`config.mk`:
```
export PLATFORM = sky130hd
export DESIGN_NAME = apss_sequencer
export DESIGN_NICKNAME = d
export VERILOG_FILES = /design/src/include/apss_pkg.sv /design/src/apss_sequencer.sv
export SDC_FILE = /design/constraint.sdc
export NUM_CORES = 1
export LEC_CHECK = 0
export ABC_AREA = 1
export BUFFER_PORTS_ARGS = -buffer_cell sky130_fd_sc_hd__buf_4
export CAP_MARGIN = 5
export CORE_ASPECT_RATIO = 2
export CORE_UTILIZATION = 35
export DETAILED_ROUTE_END_ITERATION = 8
export PLACE_DENSITY = 0.66
export SYNTH_ARGS = -nofsm -noshare
export SYNTH_HDL_FRONTEND = slang
export SYNTH_SLANG_ARGS = --single-unit
```
`constraint.sdc`:
```
create_clock -name sys_clk -period 5.4 [get_ports sys_clk]
set_input_delay 0.81 -clock sys_clk [delete_from_list [all_inputs] [get_ports sys_clk]]
set_output_delay 0.81 -clock sys_clk [all_outputs]
set_load 0.005 [all_outputs]
```
`src/include/apss_pkg.sv`:
```
// Purpose: shared constants and types of the power-state sequencer
// Assumes: 20 MHz system clock, 32-bit Avalon-MM register port
// Notes: offsets are byte addresses of aligned words
package apss_pkg;
    // ----------------------------------------------------------------
    // power states
    // ----------------------------------------------------------------
    typedef enum logic [3:0] {
        ST_C0 = 4'h0,
        ST_C1 = 4'h1,
        ST_C2 = 4'h2,
        ST_C3 = 4'h3,
        ST_C4 = 4'h4,
        ST_S1M = 4'h5,
        ST_S3 = 4'h6,
        ST_S4 = 4'h7,
        ST_S5 = 4'h8,
        ST_G3 = 4'h9
    } apss_state_t;
    // ----------------------------------------------------------------
    // register map
    // ----------------------------------------------------------------
    localparam logic [4:0] OFF_CTRL = 5'h00;  // control bits
    localparam logic [4:0] OFF_ENABLE = 5'h04;  // break and wake enables
    localparam logic [4:0] OFF_LVL2 = 5'h08;  // read enters C2
    localparam logic [4:0] OFF_LVL3 = 5'h0C;  // read enters C3 or C4
    localparam logic [4:0] OFF_LVL4 = 5'h10;  // read enters C4
    localparam logic [4:0] OFF_STATUS = 5'h14;  // state and pin view
    // control fields
    localparam int CTRL_SLEEP_ENTER_BIT = 0;  // sleep_enter_bit, self clearing
    localparam int CTRL_SLP_TYP_LO = 1;  // sleep type, 3 bits
    localparam int CTRL_DEEP_C4 = 4;  // deep_c_on_c3_enable
    localparam int CTRL_AFTER_LOSS = 5;  // after_power_loss_select
    localparam int CTRL_DEEPER = 6;  // deeper sleep in S1-M
    localparam int CTRL_STOP_FORCE = 7;  // drive stop-clock request
    localparam logic [31:0] CTRL_RESET = 32'h0000_0000;
    localparam int ENA_WAKE_LO = 8;  // not used; wake enables start at bit NUM_EVT
    // sleep type codes
    localparam logic [2:0] SLP_TYP_S1M = 3'h1;
    localparam logic [2:0] SLP_TYP_S3 = 3'h3;
    localparam logic [2:0] SLP_TYP_S4 = 3'h4;
    localparam logic [2:0] SLP_TYP_S5 = 3'h5;
    // ----------------------------------------------------------------
    // timing
    // ----------------------------------------------------------------
    localparam int CLK_PERIOD_NS = 50;
    localparam int VOLT_RAMP_NS = 10000;  // processor voltage restore time
    localparam int VOLT_RAMP_CYC = (VOLT_RAMP_NS + CLK_PERIOD_NS - 1) / CLK_PERIOD_NS;
endpackage

```
`src/apss_sequencer.sv`:
```
// Purpose: ACPI power-state sequencer, processor C and system S/G states
// Assumes: all event pins are asynchronous; registers over Avalon-MM
// Notes: one answer cycle per bus request; SMI/SCI left to other logic
//
// Functional notes
// - C0 halt/level reads enter C1/C2/C3/C4
// - C0 sleep-enter, override S5, failure G3
// - C1 break to C0, stop-clock to C2
// - C2-C4 break C0, stop release returns C1
// - sleep states wake to C0, override, failure
// - power return reboots or stays in S5
// - latched wake events survive power failure
// - battery low holds off entry into S0
// - lower processor voltage in C4, S1-M
// - C3 stops CPU clock after stop-grant
// - C4 lowers voltage, restores before exit
// - power return uses prior state, select bit
//
// The placing of the registers and the Avalon-MM register port were decided locally.
`timescale 1ns/1ps
module apss_sequencer
    import apss_pkg::*;
#(
    parameter int NUM_EVT = 4
)
(
    // clock and reset
    input wire logic sys_clk,
    input wire logic rst_b,
    // avalon-mm slave
    input wire logic [4:0] avs_address,
    input wire logic avs_read,
    input wire logic avs_write,
    input wire logic [31:0] avs_writedata,
    output logic [31:0] avs_readdata,
    output logic avs_waitrequest,
    // processor and event pins
    input wire logic cpuHalt,
    input wire logic stopGrant,
    input wire logic [NUM_EVT-1:0] breakEvt,
    input wire logic [NUM_EVT-1:0] wakeEvt,
    input wire logic pwrBtnOverride,
    input wire logic powerFail,
    input wire logic battery_low_n,
    // power control outputs
    output logic stop_clock_request_n,
    output logic cpu_clock_stop_n,
    output logic cpuVoltageLow,
    output logic sleep_s1_out_n,
    output logic sleep_s3_out_n,
    output logic sleep_s4_out_n
);
    import apss_pkg::*;

    // ----------------------------------------------------------------
    // parameter check
    // ----------------------------------------------------------------
    if (NUM_EVT < 1 || NUM_EVT > 8)
    begin : g_bad_evt
        $error("NUM_EVT must be 1 to 8");
    end

    localparam int SW = 2 * NUM_EVT + 5;  // synchronised pin count
    localparam logic [7:0] RAMP_LOAD = 8'(VOLT_RAMP_CYC);
    // idle pin levels; battery pin idles high so no false low-battery after reset
    localparam logic [SW-1:0] SYNC_IDLE = {1'b1, {(SW-1){1'b0}}};

    // ----------------------------------------------------------------
    // pin synchronisers
    // ----------------------------------------------------------------
    logic [SW-1:0] syncA_r;  // first stage, read only by second
    logic [SW-1:0] syncB_r;  // usable pin levels
    always_ff @(posedge sys_clk)
    begin
        if (!rst_b)
        begin
            syncA_r <= SYNC_IDLE;
            syncB_r <= SYNC_IDLE;
        end
        else
        begin
            syncA_r <= {battery_low_n, powerFail, pwrBtnOverride, stopGrant, cpuHalt, wakeEvt, breakEvt};
            syncB_r <= syncA_r;
        end
    end
    logic [NUM_EVT-1:0] brkS;  // synced break events
    logic [NUM_EVT-1:0] wakeS;  // synced wake events
    logic haltS, grantS, pboS, failS, batLowS;
    assign brkS = syncB_r[NUM_EVT-1:0];
    assign wakeS = syncB_r[2*NUM_EVT-1:NUM_EVT];
    assign haltS = syncB_r[2*NUM_EVT];
    assign grantS = syncB_r[2*NUM_EVT+1];
    assign pboS = syncB_r[2*NUM_EVT+2];
    assign failS = syncB_r[2*NUM_EVT+3];
    assign batLowS = !syncB_r[2*NUM_EVT+4];  // battery low active

    // ----------------------------------------------------------------
    // registers and bus slave
    // ----------------------------------------------------------------
    logic [7:0] ctrl_r;  // control bits
    logic [2*NUM_EVT-1:0] enable_r;  // break then wake enables
    logic [NUM_EVT-1:0] wakeLatch_r;  // wakes kept through failure
    logic waitReq_r;  // low for the answer cycle
    logic [31:0] rdData_r;  // read answer
    apss_state_t state_r, state_nxt;
    apss_state_t preG3_r;  // state held before G3
    logic take;  // request accepted this edge
    logic slpGo, lvl2Go, lvl3Go, lvl4Go;  // one-cycle bus events
    assign take = (avs_read || avs_write) && !waitReq_r;
    assign slpGo = ctrl_r[CTRL_SLEEP_ENTER_BIT];
    assign lvl2Go = take && avs_read && avs_address == OFF_LVL2;
    assign lvl3Go = take && avs_read && avs_address == OFF_LVL3;
    assign lvl4Go = take && avs_read && avs_address == OFF_LVL4;

    // waitrequest drops for one cycle, one edge after the request
    always_ff @(posedge sys_clk)
    begin
        if (!rst_b)
            waitReq_r <= 1'b1;
        else if ((avs_read || avs_write) && waitReq_r)
            waitReq_r <= 1'b0;
        else
            waitReq_r <= 1'b1;
    end

    // read data prepared in the same cycle waitrequest drops
    always_ff @(posedge sys_clk)
    begin
        if (!rst_b)
            rdData_r <= '0;
        else if (avs_read && waitReq_r)
        begin
            case (avs_address)
                OFF_CTRL: rdData_r <= {24'h00_0000, ctrl_r};
                OFF_ENABLE: rdData_r <= 32'(enable_r);
                OFF_STATUS: rdData_r <= {16'h0000, 8'(wakeLatch_r), 4'h0, state_r};
                default: rdData_r <= 32'h0000_0000;  // level and unmapped read zero
            endcase
        end
    end

    // control register, sleep-enter clears itself after one cycle
    always_ff @(posedge sys_clk)
    begin
        if (!rst_b)
            ctrl_r <= CTRL_RESET[7:0];
        else if (take && avs_write && avs_address == OFF_CTRL)
            ctrl_r <= avs_writedata[7:0];
        else
            ctrl_r[CTRL_SLEEP_ENTER_BIT] <= 1'b0;
    end

    // enables
    always_ff @(posedge sys_clk)
    begin
        if (!rst_b)
            enable_r <= '0;
        else if (take && avs_write && avs_address == OFF_ENABLE)
            enable_r <= avs_writedata[2*NUM_EVT-1:0];
    end

    // ----------------------------------------------------------------
    // event qualification
    // ----------------------------------------------------------------
    logic brkAny, wakeAny, wakeGo;
    assign brkAny = |(brkS & enable_r[NUM_EVT-1:0]);
    assign wakeAny = |(wakeS & enable_r[2*NUM_EVT-1:NUM_EVT]) || |wakeLatch_r;
    assign wakeGo = wakeAny && !batLowS;

    // wake latch: set wins; cleared once back in S0
    always_ff @(posedge sys_clk)
    begin
        if (!rst_b)
            wakeLatch_r <= '0;
        else if (state_r == ST_C0)
            wakeLatch_r <= wakeS & enable_r[2*NUM_EVT-1:NUM_EVT];
        else
            wakeLatch_r <= wakeLatch_r | (wakeS & enable_r[2*NUM_EVT-1:NUM_EVT]);
    end

    // ----------------------------------------------------------------
    // C-state handshake and voltage
    // ----------------------------------------------------------------
    logic prevC1_r;  // C2-C4 entered from C1
    logic clkStop_r;  // processor clock stopped
    logic vLow_r;  // processor voltage lowered
    logic [7:0] ramp_r;  // voltage restore wait
    logic exitPend_r;  // break seen in C4, exit waits for the ramp
    logic inStop;
    assign inStop = state_r == ST_C3 || state_r == ST_C4;

    always_ff @(posedge sys_clk)
    begin
        if (!rst_b)
            prevC1_r <= 1'b0;
        else if (state_r == ST_C1 && state_nxt == ST_C2)
            prevC1_r <= 1'b1;
        else if (state_nxt == ST_C0 || state_nxt == ST_C1)
            prevC1_r <= 1'b0;
    end

    // clock stop follows stop-grant in C3 and C4
    always_ff @(posedge sys_clk)
    begin
        if (!rst_b)
            clkStop_r <= 1'b0;
        else if (!inStop || state_nxt != state_r)
            clkStop_r <= 1'b0;
        else if (grantS)
            clkStop_r <= 1'b1;
    end

    // a short break in C4 is kept so that it still ends C4 once the ramp is over
    always_ff @(posedge sys_clk)
    begin
        if (!rst_b)
            exitPend_r <= 1'b0;
        else if (state_r != ST_C4)
            exitPend_r <= 1'b0;
        else if (brkAny)
            exitPend_r <= 1'b1;
    end

    // in C4 voltage lowered only after the clock stops; raised before exit
    always_ff @(posedge sys_clk)
    begin
        if (!rst_b)
        begin
            vLow_r <= 1'b0;
            ramp_r <= '0;
        end
        else if (state_r == ST_C4 && brkAny && vLow_r)
        begin
            vLow_r <= 1'b0;
            ramp_r <= RAMP_LOAD;
        end
        else if (state_r == ST_C4 && clkStop_r && !brkAny && !exitPend_r && ramp_r == 8'h00)
            vLow_r <= 1'b1;
        else if (state_r == ST_S1M)
            vLow_r <= ctrl_r[CTRL_DEEPER];
        else if (state_r != ST_C4)
            vLow_r <= 1'b0;
        if (rst_b && ramp_r != 8'h00 && !(state_r == ST_C4 && brkAny && vLow_r))
            ramp_r <= ramp_r - 8'h01;
    end

    // ----------------------------------------------------------------
    // state machine
    // ----------------------------------------------------------------
    always_comb
    begin
        state_nxt = state_r;
        if (failS)
            state_nxt = ST_G3;
        else if (pboS && state_r != ST_G3)
            state_nxt = ST_S5;
        else
        begin
            case (state_r)
                ST_C0:
                begin
                    if (slpGo)
                    begin
                        case (ctrl_r[CTRL_SLP_TYP_LO +: 3])
                            SLP_TYP_S1M: state_nxt = ST_S1M;
                            SLP_TYP_S3: state_nxt = ST_S3;
                            SLP_TYP_S4: state_nxt = ST_S4;
                            SLP_TYP_S5: state_nxt = ST_S5;
                            default: state_nxt = ST_C0;
                        endcase
                    end
                    else if (lvl2Go)
                        state_nxt = ST_C2;
                    else if (lvl3Go)
                        state_nxt = ctrl_r[CTRL_DEEP_C4] ? ST_C4 : ST_C3;
                    else if (lvl4Go)
                        state_nxt = ST_C4;
                    else if (haltS)
                        state_nxt = ST_C1;
                end
                ST_C1:
                begin
                    if (brkAny)
                        state_nxt = ST_C0;
                    else if (ctrl_r[CTRL_STOP_FORCE])
                        state_nxt = ST_C2;
                end
                ST_C2, ST_C3, ST_C4:
                begin
                    if ((brkAny || exitPend_r) && !vLow_r && ramp_r == 8'h00)
                        state_nxt = ST_C0;
                    else if (!brkAny && prevC1_r && !ctrl_r[CTRL_STOP_FORCE] && !vLow_r && ramp_r == 8'h00)
                        state_nxt = ST_C1;
                end
                ST_S1M, ST_S3, ST_S4, ST_S5:
                begin
                    if (wakeGo)
                        state_nxt = ST_C0;
                end
                ST_G3:
                begin
                    if (wakeGo || (!batLowS && !ctrl_r[CTRL_AFTER_LOSS] && preG3_r != ST_S5))
                        state_nxt = ST_C0;
                    else
                        state_nxt = ST_S5;
                end
                default: state_nxt = ST_C0;
            endcase
        end
    end

    always_ff @(posedge sys_clk)
    begin
        if (!rst_b)
        begin
            state_r <= ST_C0;
            preG3_r <= ST_C0;
        end
        else
        begin
            state_r <= state_nxt;
            if (state_r != ST_G3)
                preG3_r <= state_r;
        end
    end

    // ----------------------------------------------------------------
    // registered outputs
    // ----------------------------------------------------------------
    always_ff @(posedge sys_clk)
    begin
        if (!rst_b)
        begin
            stop_clock_request_n <= 1'b1;
            cpu_clock_stop_n <= 1'b1;
            cpuVoltageLow <= 1'b0;
            sleep_s1_out_n <= 1'b1;
            sleep_s3_out_n <= 1'b1;
            sleep_s4_out_n <= 1'b1;
        end
        else
        begin
            stop_clock_request_n <= !(state_r inside {ST_C2, ST_C3, ST_C4} || ctrl_r[CTRL_STOP_FORCE]);
            cpu_clock_stop_n <= !clkStop_r;
            cpuVoltageLow <= vLow_r;
            sleep_s1_out_n <= state_r != ST_S1M;
            sleep_s3_out_n <= !(state_r inside {ST_S3, ST_S4, ST_S5, ST_G3});
            sleep_s4_out_n <= !(state_r inside {ST_S4, ST_S5, ST_G3});
        end
    end
    assign avs_readdata = rdData_r;
    assign avs_waitrequest = waitReq_r;
endmodule // apss_sequencer

```
Yosys cells after proc, flatten, opt, wreduce, memory -nomap -nowiden
Cells that the tools add are included.
- add/subtract/negate cells: 1
- equal/unequal tests: 26
- muxes and demuxes: 27
- bitwise logic cells: 4
- reductions and logical operators: 68
- operators by type and width (cell ; count):
    $mux 4 ; 14
    $pmux 12 s3 ; 1
    $logic_and 1x1->1 ; 29
    $mux 8 ; 3
    $pmux 4 s5 ; 1
    $eq 4x3->1 const B ; 4
    $pmux 4 s4 ; 1
    $reduce_or 4->1 ; 4
    $eq 4x2->1 const B ; 3
    $logic_not 1->1 ; 12
    $eq 5x4->1 const B ; 2
    $eq 5x5->1 const B ; 2
    $reduce_bool 3->1 ; 3
    $and 4x4->4 ; 2
    $eq 4x1->1 const B ; 2
    $eq 4x4->1 const B ; 2
    $logic_not 4->1 ; 2
    $logic_not 8->1 ; 1
    $logic_or 1x1->1 ; 8
    $ne 4x3->1 const B ; 2
    $ne 4x4->1 const B ; 2
    $reduce_bool 8->1 ; 1
    $sub 8x1->8 const B ; 1
    $eq 3x3->1 const B ; 2
    other kinds (15) ; 22
- flip-flop bits (word level): 105
- input bits: 54
- word-level logic and storage cells: 147

Depth between registers and ports, before layout
- depth after elaboration: 16
- gate-level depth with buffers: 15

Worst setup path before layout
Ideal clock, no wire load.
- kind: input-to-reg
- start: input port avs_address[1]
- end: register enable_r[6]
- arrival: 1.813 ns
- data required time: 5.281 ns
- setup slack: 3.467 ns
- stages on the path: 9
- path buffers: 1
- cell sequence: nor2_4 nand3_2 nor2_2 inv_2 nor2_2 inv_1 buf_2 o21ai_0 a21oi_1
- longest elaborated chain between the ends: 2
- RTL lines (element ; line ; source):
    start: declaration ; apss_sequencer.sv:31 ; input wire logic [4:0] avs_address,
    $eq 5x3->1 ; apss_sequencer.sv:158 ; else if (take && avs_write && avs_address == OFF_ENABLE)
    $logic_and 1x1->1 ; apss_sequencer.sv:158 ;
    end signal: assignment ; apss_sequencer.sv:159 ; enable_r <= avs_writedata[2*NUM_EVT-1:0];
    end: declaration ; apss_sequencer.sv:101 ; logic [2*NUM_EVT-1:0] enable_r;
No other way between the ends.
A chain may end at the register's enable or synchronous reset.

Final worst setup path
- start: register ramp_r[0]
- end: register prevC1_r
- longest elaborated chain between the ends: 10
- elaborated cells on any way between the ends: 15
- those cells by class: 2 x eq/ne; 6 x mux; 7 x reduce/logical
- RTL lines (element ; line ; source):
    start: declaration ; apss_sequencer.sv:187 ; logic [7:0] ramp_r;
    start signal: assignment ; apss_sequencer.sv:244 ; ramp_r <= ramp_r - 8'h01;
    $logic_not 8->1 * ; apss_sequencer.sv:290, apss_sequencer.sv:292 ;
    $logic_and 1x1->1 ; apss_sequencer.sv:292 ; else if (!brkAny && prevC1_r && !ctrl_r[CTRL_STOP_FORCE] && !vLow_r && ramp_r == 8'h00)
    $mux 4 ; apss_sequencer.sv:292 ;
    $mux 4 * ; apss_sequencer.sv:290 ; if ((brkAny || exitPend_r) && !vLow_r && ramp_r == 8'h00)
    $pmux 4 s5 * ; apss_sequencer.sv:259 ; case (state_r)
    $mux 4 * ; apss_sequencer.sv:255 ; else if (pboS && state_r != ST_G3)
    $mux 4 * ; apss_sequencer.sv:253 ; if (failS)
    $eq 4x2->1, or another cell as far along ; apss_sequencer.sv:196 ; else if (state_r == ST_C1 && state_nxt == ST_C2)
    $logic_and 1x1->1 or $logic_or 1x1->1 (tied branches) ; apss_sequencer.sv:196, apss_sequencer.sv:198 ;
    $mux 1 or $reduce_bool 2->1 (tied branches) ; - ;
    end signal: assignment ; apss_sequencer.sv:195 ; prevC1_r <= 1'b0;
    end signal: assignment ; apss_sequencer.sv:197 ; prevC1_r <= 1'b1;
    end signal: assignment ; apss_sequencer.sv:199 ; prevC1_r <= 1'b0;
    end: declaration ; apss_sequencer.sv:184 ; logic prevC1_r;
Mark *: on every way between the ends. The rest lies on a longest branch, timed or not.

==> results.yml <==
outcome:
  status: "finished, final reports clean"
critical_path:
  r2r_setup_slack_ns: 3.32
  worstSetupStartpointType: "flip-flop"
  crit_type: "flip-flop to flip-flop"
  crit_fanout: 5
  cp.arrival_ns: 2.28
  crit_path_end_kind: "flip-flop"
  worstPathRequired_ns: 5.60
cts:
  clk_pin_slew_ns: 0.06
  hold_buffers: 0
  cts_buffers: 9
  cts_setup_buffers: 0
  cts-root-buf: "clkbuf_16"
  cts_buffer_depth: 2
  clk_latency_ns: 0.34
  cts_tree: "built"
  clock_sinks: 85
  cts_resized: 0
  cts_max_level: 3
global_route:
  grt_pass1_wl_um: 14200
  grt_pass1_vias: 3093
  grt_remaining_overflow: 0
  grt_usage_pct: 17.1
  antenna_found_initial: 0
  grt_max_degree: 59
yosys:
  yosys.area.top_type: "dfxtp_1"
  synthTopCellsByArea: "dfxtp_1 41%, nand2_1 12%, inv_1 6.9%"
  synth.avg_cell_area_um2: 7.43
  netlist.area_leader.share_pct: 40.6
  synth.yosys.warnings: 0
  syn_area_um2: 3800
  synth.distinct_cells: 33
  ys_seq_elements: 85
  ys_seq_area_share_pct: 46.9
  syn_inst: 511
pwr:
  total_leakage_power_nw: 2.08
  p_total_mw: 1.41
  p_per_area_nw_per_um2: 313
  peakVddDrop_mv: 0.173
sta:
  holdWs_ns: 0.412
  fin_crit_ns: 2.08
  slew_headroom_pct: 52.4
  max_freq_ghz: 0.481
  setup_tns_ns: 0
  final_max_slew_viol_count: 0
  setup_viol: 0
  layout_worst_path_cycle_share_pct: 38.5
  finClkSkew_ns: 0.00570
  worst_pin_slew_ns: 0.713
  rsz0062_at_grt: "false"
  hold_violations: 0
routing:
  wl_per_cell_um: 12.3
  num_vias: 3195
  drt-initial-drc-count: 110
  wl_um: 8630
  drc: 0
  drtAntennaViolNets: 0
  drtPass1Iterations: 4
  avgViaCountPerCell: 4.56
cells_and_area:
  fin_nets: 613
  drive_above_1_share_pct: 18.1
  nFillCells: 1071
  syn2layout_area_growth_pct: 18.3
  num_antenna_cells: 0
  post-route-util_pct: 42.6
floorplanning:
  dieArea_um2: 11300
  initial_utilization_pct: 36.0
  die_w_um: 75.7
  ios: 93
  dieHeight_um: 149
  core_um2: 10500
  row_count: 53
hold_path:
  hold_class: "flip-flop to flip-flop"
placed_design:
  finalWeightedCongestion: 0.909
  place_hpwl_um: 6650
  io_buffers: 48
run:
  maxCapViolCount: 0
## kinds of logic after synthesis
kind of cell             share of synthesized area (%)
AO/OA/AOI/OAI                                     12.6
flip-flops                                        46.9
adder cells (fa/ha/maj)                          0.329
buffers and inverters                             12.9
XOR/XNOR                                          1.15
AND/OR/NAND/NOR                                   26.0
other                                           0.0987
## sequential cells by signal (all words and copies together), names as in the netlist, 4 cells and up
signal        count
syncB_r          13
enable_r          8
wakeLatch_r       4
state_r           4
avs_readdata     12
ctrl_r            8
preG3_r           4
ramp_r            8
syncA_r          13
## worst max-delay path, stage by stage (launching register included)
cell and delay, ns:
edfxtp_1 0.38, inv_1 0.12, ha_1 0.21, nand3_2 0.12, nor2_2 0.24, nand3_1 0.16
nand4_1 0.13, nand3_1 0.14, o21ai_2 0.21, nand3_1 0.10, nand2_1 0.08, a21oi_2 0.05
## layout make-up
| cell class | count | area (um^2) | share of cell area [%] |
|---|---|---|---|
| flip-flops and latches | 85 | 1780 | 39.7 |
| multi-input cells | 335 | 1600 | 35.6 |
| repair buffers | 48 | 360 | 8.02 |
| inverters | 79 | 297 | 6.60 |
| clock buffers | 10 | 239 | 5.32 |
| well taps | 137 | 171 | 3.82 |
| clock inverters | 6 | 45.0 | 1.00 |
## Yosys cell counts (all sizes together)
library cell / number
o21ai: 34
o22ai: 5
inv: 79
buf: 21
a21boi: 1
conb: 1
edfxtp: 8
nand3b: 1
o211ai: 7
a31oi: 2
xnor2: 1
nand4: 4
or2: 5
nor3: 7
a21oi: 37
nand2: 128
nor2: 54
dfxtp: 77
ha: 1
clkbuf: 10
xor2: 4
nand3: 24
## metrics by stage
stage          setup WS (ns)  std cells  cell area, um^2
2_1_floorplan           3.47        530             3870
3_3_place_gp            3.08        684             4210
3_5_place_dp            3.07        684             4210
4_1_cts                 3.29        700             4490
5_1_grt                 3.09        700             4490
6_report                3.32        700             4490
## layout by cell type, fill, tap and decap left out, drive strengths merged
cell type / synthesis / layout
nand2: 128 / 128
inv: 79 / 82
dfxtp: 77 / 77
nor2: 54 / 54
buf: 21 / 48
a21oi: 37 / 37
o21ai: 34 / 34
nand3: 24 / 24
conb: 1 / 20
clkbuf: 10 / 10
edfxtp: 8 / 8
nor3: 7 / 7
o211ai: 7 / 7
or2: 5 / 5
o22ai: 5 / 5
xor2: 4 / 4
nand4: 4 / 4
clkinv: 0 / 3
a31oi: 2 / 2
xnor2: 1 / 1
nand3b: 1 / 1
a21boi: 1 / 1
ha: 1 / 1
## power by group
group / internal (mW) / total (mW) / switching, mW
logic: 0.0540 / 0.142 / 0.0875
registers: 0.666 / 0.683 / 0.0166
clock network: 0.328 / 0.581 / 0.253
total: 1.05 / 1.41 / 0.358
## final timing paths
| check | startpoint | endpoint | cells past startpoint |
|---|---|---|---|
| worst max-delay path | ramp_r[0] | prevC1_r | 11 |
| worst min-delay path | clkStop_r | cpu_clock_stop_n | 1 |
| worst max register to register | ramp_r[0] | prevC1_r | 11 |
| worst min register to register | clkStop_r | cpu_clock_stop_n | 1 |
## per-layer routing
metal  track usage (%)  up-vias  routed length, um  share of wire, %
li1                  -     1663                  -                 -
met1              17.3     1414               3230                37
met2              30.7       93               4660                54
met3              3.18       25                366               4.2
met4              10.5        0                380               4.4
met5                 0        -                  0                 0
Power figures use the tool's default switching activity.
